--- src/lsl_pkg.sv ---
// Purpose: shared constants for the start line and bias selection block
// Assumes: 32-bit APB register bus, one word per register
// Notes: mux code k selects a multiplex rate of 1:(16 + 8k) while the icon row is off
package lsl_pkg;
  // register byte offsets
  localparam logic [7:0] LSL_OFS_START = 8'h00;
  localparam logic [7:0] LSL_OFS_IROW = 8'h04;
  localparam logic [7:0] LSL_OFS_MODE = 8'h08;
  localparam logic [7:0] LSL_OFS_STAT = 8'h0C;
  localparam logic [7:0] LSL_OFS_SCAN = 8'h10;
  // mode register fields
  localparam int LSL_MODE_MUX_LSB = 0;
  localparam int LSL_MODE_ICON_BIT = 4;
  localparam int LSL_MODE_EXT_BIT = 5;
  localparam int LSL_MODE_MPEN_BIT = 6;
  localparam int LSL_MODE_MPSEL_BIT = 7;
  // status register fields
  localparam int LSL_STAT_P_LSB = 0;
  localparam int LSL_STAT_M_LSB = 4;
  localparam int LSL_STAT_N_LSB = 11;
  localparam int LSL_STAT_ERR_LSB = 24;
  // scan register fields
  localparam int LSL_SCAN_ROW_LSB = 0;
  localparam int LSL_SCAN_LINE_LSB = 8;
  // reset values
  localparam logic [6:0] LSL_RST_START = 7'h00;
  localparam logic [6:0] LSL_RST_IROW = 7'h00;
  localparam logic [3:0] LSL_RST_MUX = 4'h8;
  // limits and steps
  localparam logic [3:0] LSL_MUX_MAX = 4'h8;
  localparam logic [3:0] LSL_MUX_FULL_LO = 4'h6;
  localparam logic [6:0] LSL_LINE_BANNED = 7'h48;
  localparam logic [6:0] LSL_ICON_ROW = 7'h4F;
  localparam logic [6:0] LSL_STEP8_MASK = 7'h78;
  localparam logic [6:0] LSL_STEP16_MASK = 7'h70;
  localparam int LSL_MOD_ITER = 13;
endpackage

--- src/lsl_start_bias.sv ---
// Purpose: maps display RAM lines onto driven rows and picks p, m and N per multiplex rate
// Assumes: APB slave with one wait-free access; scan advances one row per clock
// Notes: no RAM lives here; only the line-to-row mapping is produced
`timescale 1ns/1ps

// Summary of operation
// - first driven row shows the RAM line chosen by the start line value
// - without icon row the start line moves in steps of eight at rates 1:64 to 1:80
// - with icon row enabled the start line moves in steps of sixteen
// - partial display modes also restrict the start line to coarse steps
// - initial row selects first driven row; never the icon row when enabled
// - start line or initial row changes alter mapping only, never RAM
// - several rows are selected at once; p reaches eight at top rates
// - bias variables are chosen automatically for each display mode
// - without icon row p and m follow the per-rate table
// - with icon row N, m and p follow the icon table
// - icon row only usable while the extended command set is active
// - manual p honoured only at rates 1:64 and 1:80
// - start line and initial row are zero after reset
module lsl_start_bias (
  // clock and reset
  input wire logic core_clk,
  input wire logic rst_n,
  // apb slave
  input wire logic psel,
  input wire logic penable,
  input wire logic pwrite,
  input wire logic [7:0] paddr,
  input wire logic [31:0] pwdata,
  output logic [31:0] prdata,
  output logic pready,
  output logic pslverr,
  // row driver side
  output logic [6:0] drive_row_q,
  output logic [6:0] ram_line_q,
  output logic frame_start_q,
  output logic icon_on_q,
  output logic [3:0] mra_p_q,
  output logic [6:0] mra_m_q,
  output logic [6:0] mra_n_q
);
  import lsl_pkg::*;

  logic [6:0] start_q;
  logic [6:0] irow_q;
  logic [3:0] mux_q;
  logic icon_req_q;
  logic ext_q;
  logic mp_en_q;
  logic mp_sel_q;
  logic [2:0] err_q;
  logic [6:0] scan_k_q;
  logic [6:0] l_mod_q;
  logic [6:0] c_mod_q;
  logic icon_eff;
  logic [6:0] step_mask;
  logic [3:0] p_d;
  logic [6:0] m_d;
  logic [6:0] n_d;
  logic wr_en;
  logic rd_setup;
  logic [6:0] wdat_l;
  logic [3:0] wdat_mux;
  logic wdat_icon;
  logic start_bad;
  logic irow_bad;
  logic mode_bad;
  logic mapped;
  logic [31:0] rd_d;

  // repeated subtraction keeps the modulo cheap; n is never below 16
  function automatic logic [6:0] mod_n(input logic [7:0] a, input logic [6:0] n);
    logic [7:0] r;
    r = a;
    for (int i = 0; i < LSL_MOD_ITER; i++) begin
      if (r >= {1'b0, n}) begin
        r = r - {1'b0, n};
      end
    end
    return r[6:0];
  endfunction

  function automatic logic [6:0] mux_rows(input logic [3:0] code);
    return 7'(16 + 8 * int'(code));
  endfunction

  assign icon_eff = icon_req_q & ext_q;
  // coarse step when icon row shown or display is partial
  assign step_mask = (icon_eff || (mux_q < LSL_MUX_FULL_LO)) ? LSL_STEP16_MASK :
                     LSL_STEP8_MASK;

  // bias variables chosen from the rate and the icon row state; software can only override p
  always_comb begin
    n_d = mux_rows(mux_q);
    m_d = 7'd81;
    p_d = 4'd8;
    if (!icon_eff) begin
      case (mux_q)
        4'd0: begin m_d = 7'd25; p_d = 4'd2; end
        4'd1: begin m_d = 7'd49; p_d = 4'd2; end
        4'd2: begin m_d = 7'd81; p_d = 4'd2; end
        4'd3: begin m_d = 7'd49; p_d = 4'd4; end
        4'd4: begin m_d = 7'd64; p_d = 4'd4; end
        4'd5: begin m_d = 7'd81; p_d = 4'd4; end
        4'd6: begin m_d = 7'd64; p_d = 4'd8; end
        default: begin m_d = 7'd81; p_d = 4'd8; end
      endcase
    end else begin
      case (mux_q)
        4'd0: begin n_d = 7'd24; m_d = 7'd49; p_d = 4'd2; end
        4'd2: begin n_d = 7'd40; m_d = 7'd49; p_d = 4'd4; end
        4'd4: begin n_d = 7'd56; m_d = 7'd81; p_d = 4'd8; end
        default: begin n_d = 7'd80; m_d = 7'd81; p_d = 4'd8; end
      endcase
    end
    // trading contrast for power is only offered at rates 1:64 and 1:80
    if (mp_en_q && (mux_q == LSL_MUX_FULL_LO || mux_q == LSL_MUX_MAX)) begin
      p_d = mp_sel_q ? 4'd8 : 4'd4;
    end
  end

  // apb decode
  assign wr_en = psel & penable & pready & pwrite;
  assign rd_setup = psel & ~penable;
  assign wdat_l = pwdata[6:0];
  assign wdat_mux = pwdata[LSL_MODE_MUX_LSB +: 4];
  assign wdat_icon = pwdata[LSL_MODE_ICON_BIT] & pwdata[LSL_MODE_EXT_BIT];
  assign start_bad = (wdat_l == LSL_LINE_BANNED) || ((wdat_l & ~step_mask) != 7'h00);
  assign irow_bad = icon_eff && (wdat_l == LSL_ICON_ROW);
  assign mode_bad = (wdat_mux > LSL_MUX_MAX) || (wdat_icon && wdat_mux[0]);
  assign mapped = (paddr == LSL_OFS_START) || (paddr == LSL_OFS_IROW) ||
                  (paddr == LSL_OFS_MODE) || (paddr == LSL_OFS_STAT) ||
                  (paddr == LSL_OFS_SCAN);

  always_comb begin
    rd_d = 32'h0000_0000;
    case (paddr)
      LSL_OFS_START: rd_d[6:0] = start_q;
      LSL_OFS_IROW: rd_d[6:0] = irow_q;
      LSL_OFS_MODE: begin
        rd_d[LSL_MODE_MUX_LSB +: 4] = mux_q;
        rd_d[LSL_MODE_ICON_BIT] = icon_req_q;
        rd_d[LSL_MODE_EXT_BIT] = ext_q;
        rd_d[LSL_MODE_MPEN_BIT] = mp_en_q;
        rd_d[LSL_MODE_MPSEL_BIT] = mp_sel_q;
      end
      LSL_OFS_STAT: begin
        rd_d[LSL_STAT_P_LSB +: 4] = mra_p_q;
        rd_d[LSL_STAT_M_LSB +: 7] = mra_m_q;
        rd_d[LSL_STAT_N_LSB +: 7] = mra_n_q;
        rd_d[LSL_STAT_ERR_LSB +: 3] = err_q;
      end
      LSL_OFS_SCAN: begin
        rd_d[LSL_SCAN_ROW_LSB +: 7] = drive_row_q;
        rd_d[LSL_SCAN_LINE_LSB +: 7] = ram_line_q;
      end
      default: rd_d = 32'h0000_0000;
    endcase
  end

  // answer is registered in setup so every bus output is a flop
  always_ff @(posedge core_clk) begin
    if (!rst_n) begin
      pready <= 1'b0;
      pslverr <= 1'b0;
      prdata <= 32'h0000_0000;
    end else begin
      pready <= rd_setup;
      pslverr <= rd_setup & ~mapped;
      if (rd_setup) begin
        prdata <= rd_d;
      end
    end
  end

  // start line and initial row; illegal writes keep the old value
  always_ff @(posedge core_clk) begin
    if (!rst_n) begin
      start_q <= LSL_RST_START;
      irow_q <= LSL_RST_IROW;
    end else begin
      if (wr_en && paddr == LSL_OFS_START && !start_bad) begin
        start_q <= wdat_l;
      end else if ((start_q & ~step_mask) != 7'h00) begin
        // a mode change can tighten the step; fall back to the coarser grid
        start_q <= start_q & step_mask;
      end
      if (wr_en && paddr == LSL_OFS_IROW && !irow_bad) begin
        irow_q <= wdat_l;
      end else if (icon_eff && irow_q == LSL_ICON_ROW) begin
        irow_q <= LSL_RST_IROW;
      end
    end
  end

  always_ff @(posedge core_clk) begin
    if (!rst_n) begin
      mux_q <= LSL_RST_MUX;
      icon_req_q <= 1'b0;
      ext_q <= 1'b0;
      mp_en_q <= 1'b0;
      mp_sel_q <= 1'b0;
    end else if (wr_en && paddr == LSL_OFS_MODE && !mode_bad) begin
      mux_q <= wdat_mux;
      icon_req_q <= pwdata[LSL_MODE_ICON_BIT];
      ext_q <= pwdata[LSL_MODE_EXT_BIT];
      mp_en_q <= pwdata[LSL_MODE_MPEN_BIT];
      mp_sel_q <= pwdata[LSL_MODE_MPSEL_BIT];
    end
  end

  // sticky refusal flags, write one to clear; a new refusal beats the clear
  always_ff @(posedge core_clk) begin
    if (!rst_n) begin
      err_q <= 3'h0;
    end else begin
      err_q <= (err_q & ~((wr_en && paddr == LSL_OFS_STAT) ?
                pwdata[LSL_STAT_ERR_LSB +: 3] : 3'h0)) |
               {wr_en && paddr == LSL_OFS_MODE && mode_bad,
                wr_en && paddr == LSL_OFS_IROW && irow_bad,
                wr_en && paddr == LSL_OFS_START && start_bad};
    end
  end

  always_ff @(posedge core_clk) begin
    if (!rst_n) begin
      mra_p_q <= 4'd8;
      mra_m_q <= 7'd81;
      mra_n_q <= mux_rows(LSL_RST_MUX);
      icon_on_q <= 1'b0;
    end else begin
      mra_p_q <= p_d;
      mra_m_q <= m_d;
      mra_n_q <= n_d;
      icon_on_q <= icon_eff;
    end
  end

  // row scan; offsets are latched per frame so a mid-frame start line or initial row write cannot tear it
  always_ff @(posedge core_clk) begin
    if (!rst_n) begin
      scan_k_q <= 7'h00;
      l_mod_q <= 7'h00;
      c_mod_q <= 7'h00;
      drive_row_q <= 7'h00;
      ram_line_q <= 7'h00;
      frame_start_q <= 1'b0;
    end else begin
      scan_k_q <= (scan_k_q + 7'd1 >= mra_n_q) ? 7'h00 : scan_k_q + 7'd1;
      if (scan_k_q == 7'h00) begin
        l_mod_q <= mod_n({1'b0, start_q}, mra_n_q);
        c_mod_q <= mod_n({1'b0, irow_q}, mra_n_q);
        // first driven row carries the start line itself
        drive_row_q <= mod_n({1'b0, irow_q}, mra_n_q);
        ram_line_q <= mod_n({1'b0, start_q}, mra_n_q);
      end else begin
        drive_row_q <= mod_n({1'b0, c_mod_q} + {1'b0, scan_k_q}, mra_n_q);
        ram_line_q <= mod_n({1'b0, l_mod_q} + {1'b0, scan_k_q}, mra_n_q);
      end
      frame_start_q <= (scan_k_q == 7'h00);
    end
  end
endmodule

--- config.mk ---
export PLATFORM = sky130hd
export DESIGN_NAME = lsl_start_bias
export DESIGN_NICKNAME = d
export VERILOG_FILES = /design/src/lsl_pkg.sv /design/src/lsl_start_bias.sv
export SDC_FILE = /design/constraint.sdc
export NUM_CORES = 1
export LEC_CHECK = 0
export BUFFER_PORTS_ARGS = -buffer_cell sky130_fd_sc_hd__buf_4
export CORE_UTILIZATION = 42
export DETAILED_ROUTE_END_ITERATION = 7
export GPL_TIMING_DRIVEN = 0
export PLACE_DENSITY_LB_ADDON = 0.2
export REMOVE_ABC_BUFFERS = 1
export SKIP_CTS_REPAIR_TIMING = 1
export SYNTH_ARGS = -nofsm -noshare
export SYNTH_HDL_FRONTEND = slang
export SYNTH_SLANG_ARGS = --single-unit
--- constraint.sdc ---
create_clock -name core_clk -period 26.3 [get_ports core_clk]
set_input_delay 1.315 -clock core_clk [delete_from_list [all_inputs] [get_ports core_clk]]
set_output_delay 1.315 -clock core_clk [all_outputs]
set_load 0.02 [all_outputs]
# After elaboration in Yosys (flattened, before gate mapping)
# Cells that the tools add are included.
# classes
reduce_logical	38
bitwise	17
n_mux	171
n_eq_ne	14
n_lt_le_gt_ge	55
add_sub_neg	56
# ops
cell	count
$mux 8	144
$ge 8x7->1	50
$sub 8x7->8	46
$mux 7	13
$pmux 7 s3	2
$pmux 7 s5	1
$sub 7x7->7	4
$and 7x7->7	3
$eq 7x7->1 const B	3
$ge 7x7->1	3
$add 7x7->8	2
$eq 8x4->1 const B	2
$mux 4	4
$pmux 4 s2	2
$sub 7x7->8	2
$logic_and 1x1->1	14
$pmux 7 s2	1
$reduce_bool 7->1	2
$eq 4x3->1 const B	3
$mux 3	3
$eq 4x2->1 const B	2
$eq 8x3->1 const B	1
$eq 8x5->1 const B	1
$logic_not 8->1	1
20 further kinds	42
# word_totals
input_bits	45
register_bits	103
output_inout_bits	68
word_cells	372

# Logic depth before layout (Yosys ltp)
# logic_depth
ltp_word	52
mapped_depth	122
ltp_nobuf	120

# Least setup slack after synthesis
# OpenSTA, ideal clock, no wires.
# synth_timing
path_type	register to register
start	register mra_n_q[4]
end	register drive_row_q[6]
setup_slack_ps	561
stages_incl_launch_ff	106
arrival_time_ps	25636
path_buffers	1
setup_ps	103
cell_sequence	dfxtp_1 inv_1 ha_1 nand4_1 nor4_1 or3_1 mux2i_1 inv_1 ha_1 nor2b_1 o21a_1 o31a_1 nor3_1 mux2i_1 ha_1 nor2b_1 o21ai_0 nand3_1 [70 not listed] ha_1 a21oi_1 nor2b_1 o21ai_0 nand2b_1 a21o_1 nor2_1 mux2i_1 ha_1 nor2b_1 o21ai_0 nand2b_1 a21oi_1 nand2_1 mux2_2 mux2i_1 a211oi_1 a2111oi_2
# synth_via
elab_chain_len	51
# synth_rtl
element	line_no	source
start: declaration	lsl_start_bias.sv:40	output logic [6:0] mra_n_q
start signal: assignment	lsl_start_bias.sv:229	mra_n_q <= mux_rows(LSL_RST_MUX);
start signal: assignment	lsl_start_bias.sv:234	mra_n_q <= n_d;
$sub 8x7->8, or another cell as far along	lsl_start_bias.sv:77	r = r - {1'b0, n};
$mux 8	lsl_start_bias.sv:76	if (r >= {1'b0, n}) begin
$mux 8	lsl_start_bias.sv:250	if (scan_k_q == 7'h00) begin
$mux 8	lsl_start_bias.sv:241	if (!rst_n) begin
$sub 8x7->8 or $ge 8x7->1 (tied branches)	lsl_start_bias.sv:77, lsl_start_bias.sv:76	
$mux 8	lsl_start_bias.sv:76	
$mux 8	lsl_start_bias.sv:250	
$mux 8	lsl_start_bias.sv:241	
[35 not listed]	--	
$mux 8	lsl_start_bias.sv:241	
$sub 8x7->8 or $ge 8x7->1 (tied branches)	lsl_start_bias.sv:77, lsl_start_bias.sv:76	
$mux 8	lsl_start_bias.sv:76	
$mux 8	lsl_start_bias.sv:250	
$mux 8	lsl_start_bias.sv:241	
$sub 7x7->7 or $ge 8x7->1 (tied branches)	lsl_start_bias.sv:77, lsl_start_bias.sv:76	
$mux 7	lsl_start_bias.sv:76	
$mux 7 *	lsl_start_bias.sv:250	
end signal: assignment	lsl_start_bias.sv:254	drive_row_q <= mod_n({1'b0, irow_q}, mra_n_q);
end signal: assignment	lsl_start_bias.sv:257	drive_row_q <= mod_n({1'b0, c_mod_q} + {1'b0, scan_k_q}, mra_n_q);
end: declaration	lsl_start_bias.sv:34	output logic [6:0] drive_row_q,
# Mark *: on every way between the ends. The rest lies on a longest branch, timed or not. The select of a mux whose other input is x is not followed.
# A chain may end at the register's enable or synchronous reset.

# Worst setup path in the final report
# layout_timing
start	register mra_n_q[4]
end	register c_mod_q[3]
# layout_via
elab_chain_len	50
# layout_rtl
element	line_no	source
$sub 7x7->8 or $ge 7x7->1 (tied branches)	lsl_start_bias.sv:77, lsl_start_bias.sv:76	
$mux 8	lsl_start_bias.sv:76	
$mux 8	lsl_start_bias.sv:250	
$mux 8	lsl_start_bias.sv:241	
$sub 8x7->8 or $ge 8x7->1 (tied branches)	lsl_start_bias.sv:77, lsl_start_bias.sv:76	
$mux 8	lsl_start_bias.sv:76	
$mux 8	lsl_start_bias.sv:250	
$mux 8	lsl_start_bias.sv:241	
[34 not listed]	--	
$mux 8	lsl_start_bias.sv:250	
$mux 8	lsl_start_bias.sv:241	
$sub 8x7->8 or $ge 8x7->1 (tied branches)	lsl_start_bias.sv:77, lsl_start_bias.sv:76	
$mux 8	lsl_start_bias.sv:76	
$mux 8	lsl_start_bias.sv:250	
$mux 8	lsl_start_bias.sv:241	
$ge 8x7->1 or $sub 7x7->7 (tied branches)	lsl_start_bias.sv:76, lsl_start_bias.sv:77	
$mux 7 *	lsl_start_bias.sv:76	
end signal: assignment	lsl_start_bias.sv:252	c_mod_q <= mod_n({1'b0, irow_q}, mra_n_q);
end: declaration	lsl_start_bias.sv:54	logic [6:0] c_mod_q;
# Marks and branches as above.

==> reports/metrics.yaml <==
detailed_routing:
  dr_wl_met2_mm: 24.85
  via_count: 17820
  drt_first_pass_iters: 7
  ant_nets: 0
  first_iter_violations: 1052
  drc: 0
  top_layer_used: "met4"
  routed-wl-met3_mm: 2.060
  avgViaCountPerCell: 5.890
  wl_mm: 52.47
  wl_met1_mm: 24.05
  avgRoutedWirePerCell_um: 17.34
hold_path:
  min_to: "prdata[16]$_SDFFE_PN0P_"
  min_path_cells: 2
  min_path_type: "register to register"
  holdCritStartpoint: "prdata[16]$_SDFFE_PN0P_"
clock_tree:
  numCtsBuffers: 9
  clockBufferDepth: 2
  cts_sinks: 96
  clk_latency_ns: 0.38
  root_buffer: "clkbuf_16"
  cts_tree: "built"
  h-tree-depth: 3
  cts.reportedPaths.clkPinSlew_ns: 0.09
synth:
  ys.flop_type: "dfxtp_1"
  synth-seq-cells: 96
  post_synth.cell_area_avg_um2: 7.703
  syn_area_um2: 18320
  synth_top_cell_by_area: "ha_1"
  synthDominantCellAreaShare: 0.1564
  synth_seq_area_share: 0.1049
  yosysUniqueCellTypes: 114
  netlist_top_cells_area: "ha_1 16%, dfxtp_1 10%, fa_1 5.9%, a21oi_1 4.2%, nand2_1 4.1%"
  synth_edf_count: 0
  synthArstFlopShare: 0
  synth_cells: 2378
  yosysWarningCount: 0
timing:
  setup_tns_ns: 0
  rsz0062_at_grt: "false"
  post-route-period-util: 0.9287
  worst_clock_skew_ns: 0.01415
  slew_headroom: 0.1869
  hold_viol: 0
  clock.fmax_mhz: 40.94
  maxSlewViolCount: 0
  finalSetupViolCount: 0
  worst_slew_pin_slew_ns: 1.220
  min_period_ns: 24.42
worst_setup_path:
  timing.rr.end: "c_mod_q[3]$_SDFFE_PN0P_"
  worst_path_most_repeated_cell: "ha_1"
  cp.arrival_ns: 24.75
  ff2ff_path_depth: 106
  endpoint_kind: "register"
  startpoint_type: "register"
  reg2reg_slack_ns: 1.88
  path_buf_inv: 6
  required_ns: 26.62
  critPathSlowestCell: "a2111oi_2"
  critPathKind: "register to register"
  reg2reg_from: "mra_n_q[4]$_SDFF_PN1_"
  critPathTopFamily: "compound AO/OA/AOI/OAI gates"
  cp_max_fo: 36
  max_stage_delay_ns: 0.56
die:
  die_h_um: 210.8
  rows: 76
  io_pins: 113
  die_x_um: 210.8
  initial_utilization: 0.4253
  die-area_um2: 44460
  core-area_um2: 43080
cells_and_area:
  drive_above_1_share: 0.1217
  layout_commonest_cell: "ha_1"
  fin_nets: 2764
  diodes: 0
  fin_util: 0.4685
  final_cell_mix: "229 x ha_1, 200 x nand2_1, 163 x nor2_1"
  syn_to_final_growth_pct: 10.16
grt:
  overflow: 0
  antenna_found_initial: 0
  grt_first_pass_wirelength_mm: 85.54
  grt_pass1_vias: 17280
  grt_use_total: 0.2330
  grt_max_degree: 56
placed_design:
  gp_congestion: 0.9242
  hpwl_mm: 40.53
  io_buffers: 74
job:
  maxCapViolations: 0
run_status:
  outcome: "complete, no violations"
routing by layer:
layer | GRT usage | up-vias
met3 | 0.02290 | 99
met5 | 0 | -
met4 | 0.07546 | 0
li1 | - | 8868
met1 | 0.3047 | 8447
met2 | 0.4006 | 408
worst register-to-register path: cells and delay by family (launching register included):
kind	cells	cell delay (ns)
buffers and inverters	6	1.10
flip-flops	1	0.41
AND/OR/NAND/NOR	32	5.36
adder cells (fa/ha/maj)	13	3.86
multiplexers	4	1.54
AO/OA/AOI/OAI	51	12.15
worst max-delay path by stage:
stage / startpoint / cells past startpoint / end
3_3_place_gp: mra_n_q[4]$_SDFF_PN1_ / 102 / drive_row_q[3]$_SDFF_PN0_
5_1_grt: mra_n_q[4]$_SDFF_PN1_ / 108 / drive_row_q[6]$_SDFF_PN0_
2_1_floorplan: mra_n_q[4]$_SDFF_PN1_ / 104 / drive_row_q[6]$_SDFF_PN0_
6_report: mra_n_q[4]$_SDFF_PN1_ / 106 / c_mod_q[3]$_SDFFE_PN0P_
4_1_cts: mra_n_q[4]$_SDFF_PN1_ / 104 / c_mod_q[3]$_SDFFE_PN0P_
3_5_place_dp: mra_n_q[4]$_SDFF_PN1_ / 104 / drive_row_q[3]$_SDFF_PN0_
per-stage QoR:
stage | instance area (um2) | cells | hold slack [ns] | setup slack [ns]
global route | 20180 | 3026 | 0.4788 | 0.03838
CTS | 19880 | 3017 | 0.4597 | -0.3153
global placement | 19340 | 2991 | 0.4426 | -6.641
finish | 20180 | 3026 | 0.4543 | 1.876
floorplan | 18060 | 2332 | 0.4400 | 0.4935
detailed placement | 19580 | 3001 | 0.4477 | -0.1467
state kept, by name (all words and copies together) (netlist names), 3 cells and up:
| signal | cells |
|---|---|
| prdata | 21 |
| c_mod_q | 7 |
| drive_row_q | 7 |
| irow_q | 7 |
| l_mod_q | 7 |
| ram_line_q | 7 |
| scan_k_q | 7 |
| start_q | 7 |
| mra_m_q | 4 |
| mra_n_q | 4 |
| mux_q | 4 |
| err_q | 3 |
| mra_p_q | 3 |
Yosys cell counts, types with 7 or more instances:
| cell | instances |
|---|---|
| xnor2_1 | 64 |
| o211ai_1 | 32 |
| fa_1 | 54 |
| clkbuf_1 | 34 |
| or2_2 | 19 |
| o31a_1 | 8 |
| a211o_1 | 7 |
| o21bai_1 | 8 |
| nor2_1 | 167 |
| o21a_1 | 34 |
| a21boi_0 | 27 |
| a221oi_1 | 13 |
| nor3_1 | 61 |
| and2_1 | 18 |
| a21oi_1 | 155 |
| a31o_2 | 8 |
| buf_4 | 18 |
| nand2b_1 | 58 |
| inv_1 | 155 |
| o211a_1 | 10 |
| or4_1 | 7 |
| ha_1 | 229 |
| o221ai_1 | 8 |
| nand4_1 | 21 |
| a211oi_1 | 20 |
| a22oi_1 | 11 |
| nor3b_1 | 8 |
| mux2_2 | 61 |
| nand3_1 | 68 |
| o21ai_0 | 145 |
| o2111ai_1 | 13 |
| nor2b_1 | 83 |
| or3_1 | 11 |
| and3_1 | 28 |
| o31ai_1 | 14 |
| xor2_1 | 41 |
| a21o_1 | 77 |
| a31oi_1 | 26 |
| dfxtp_1 | 96 |
| and4_1 | 11 |
| nor4_1 | 14 |
| nand3b_1 | 9 |
| nand2_1 | 200 |
| o21ai_1 | 13 |
| mux2i_1 | 74 |
cell type report:
type	instances	area (um2)
Multi-Input combinational cell	2080	15800
Clock buffer	9	225.2
Tap cell	585	732.0
Inverter	156	593.1
Fill cell	4289	22900
Timing Repair Buffer	93	825.8
Sequential cell	96	1931
Clock inverter	7	77.57
cell families (layout without fill, tap and decap cells):
family	Yosys count	count (layout)	synth area share
simple gates	818	818	0.2289
fa+ha+maj	283	283	0.2154
buf+inv	221	265	0.05020
compound gates	708	708	0.2628
flops	96	96	0.1049
xor+xnor	107	107	0.05198
mux	144	144	0.08558
other cells	1	20	0.0002047
Power is not shown: default switching activity piles up to over one toggle a cycle in this logic, so the estimate is an artifact.
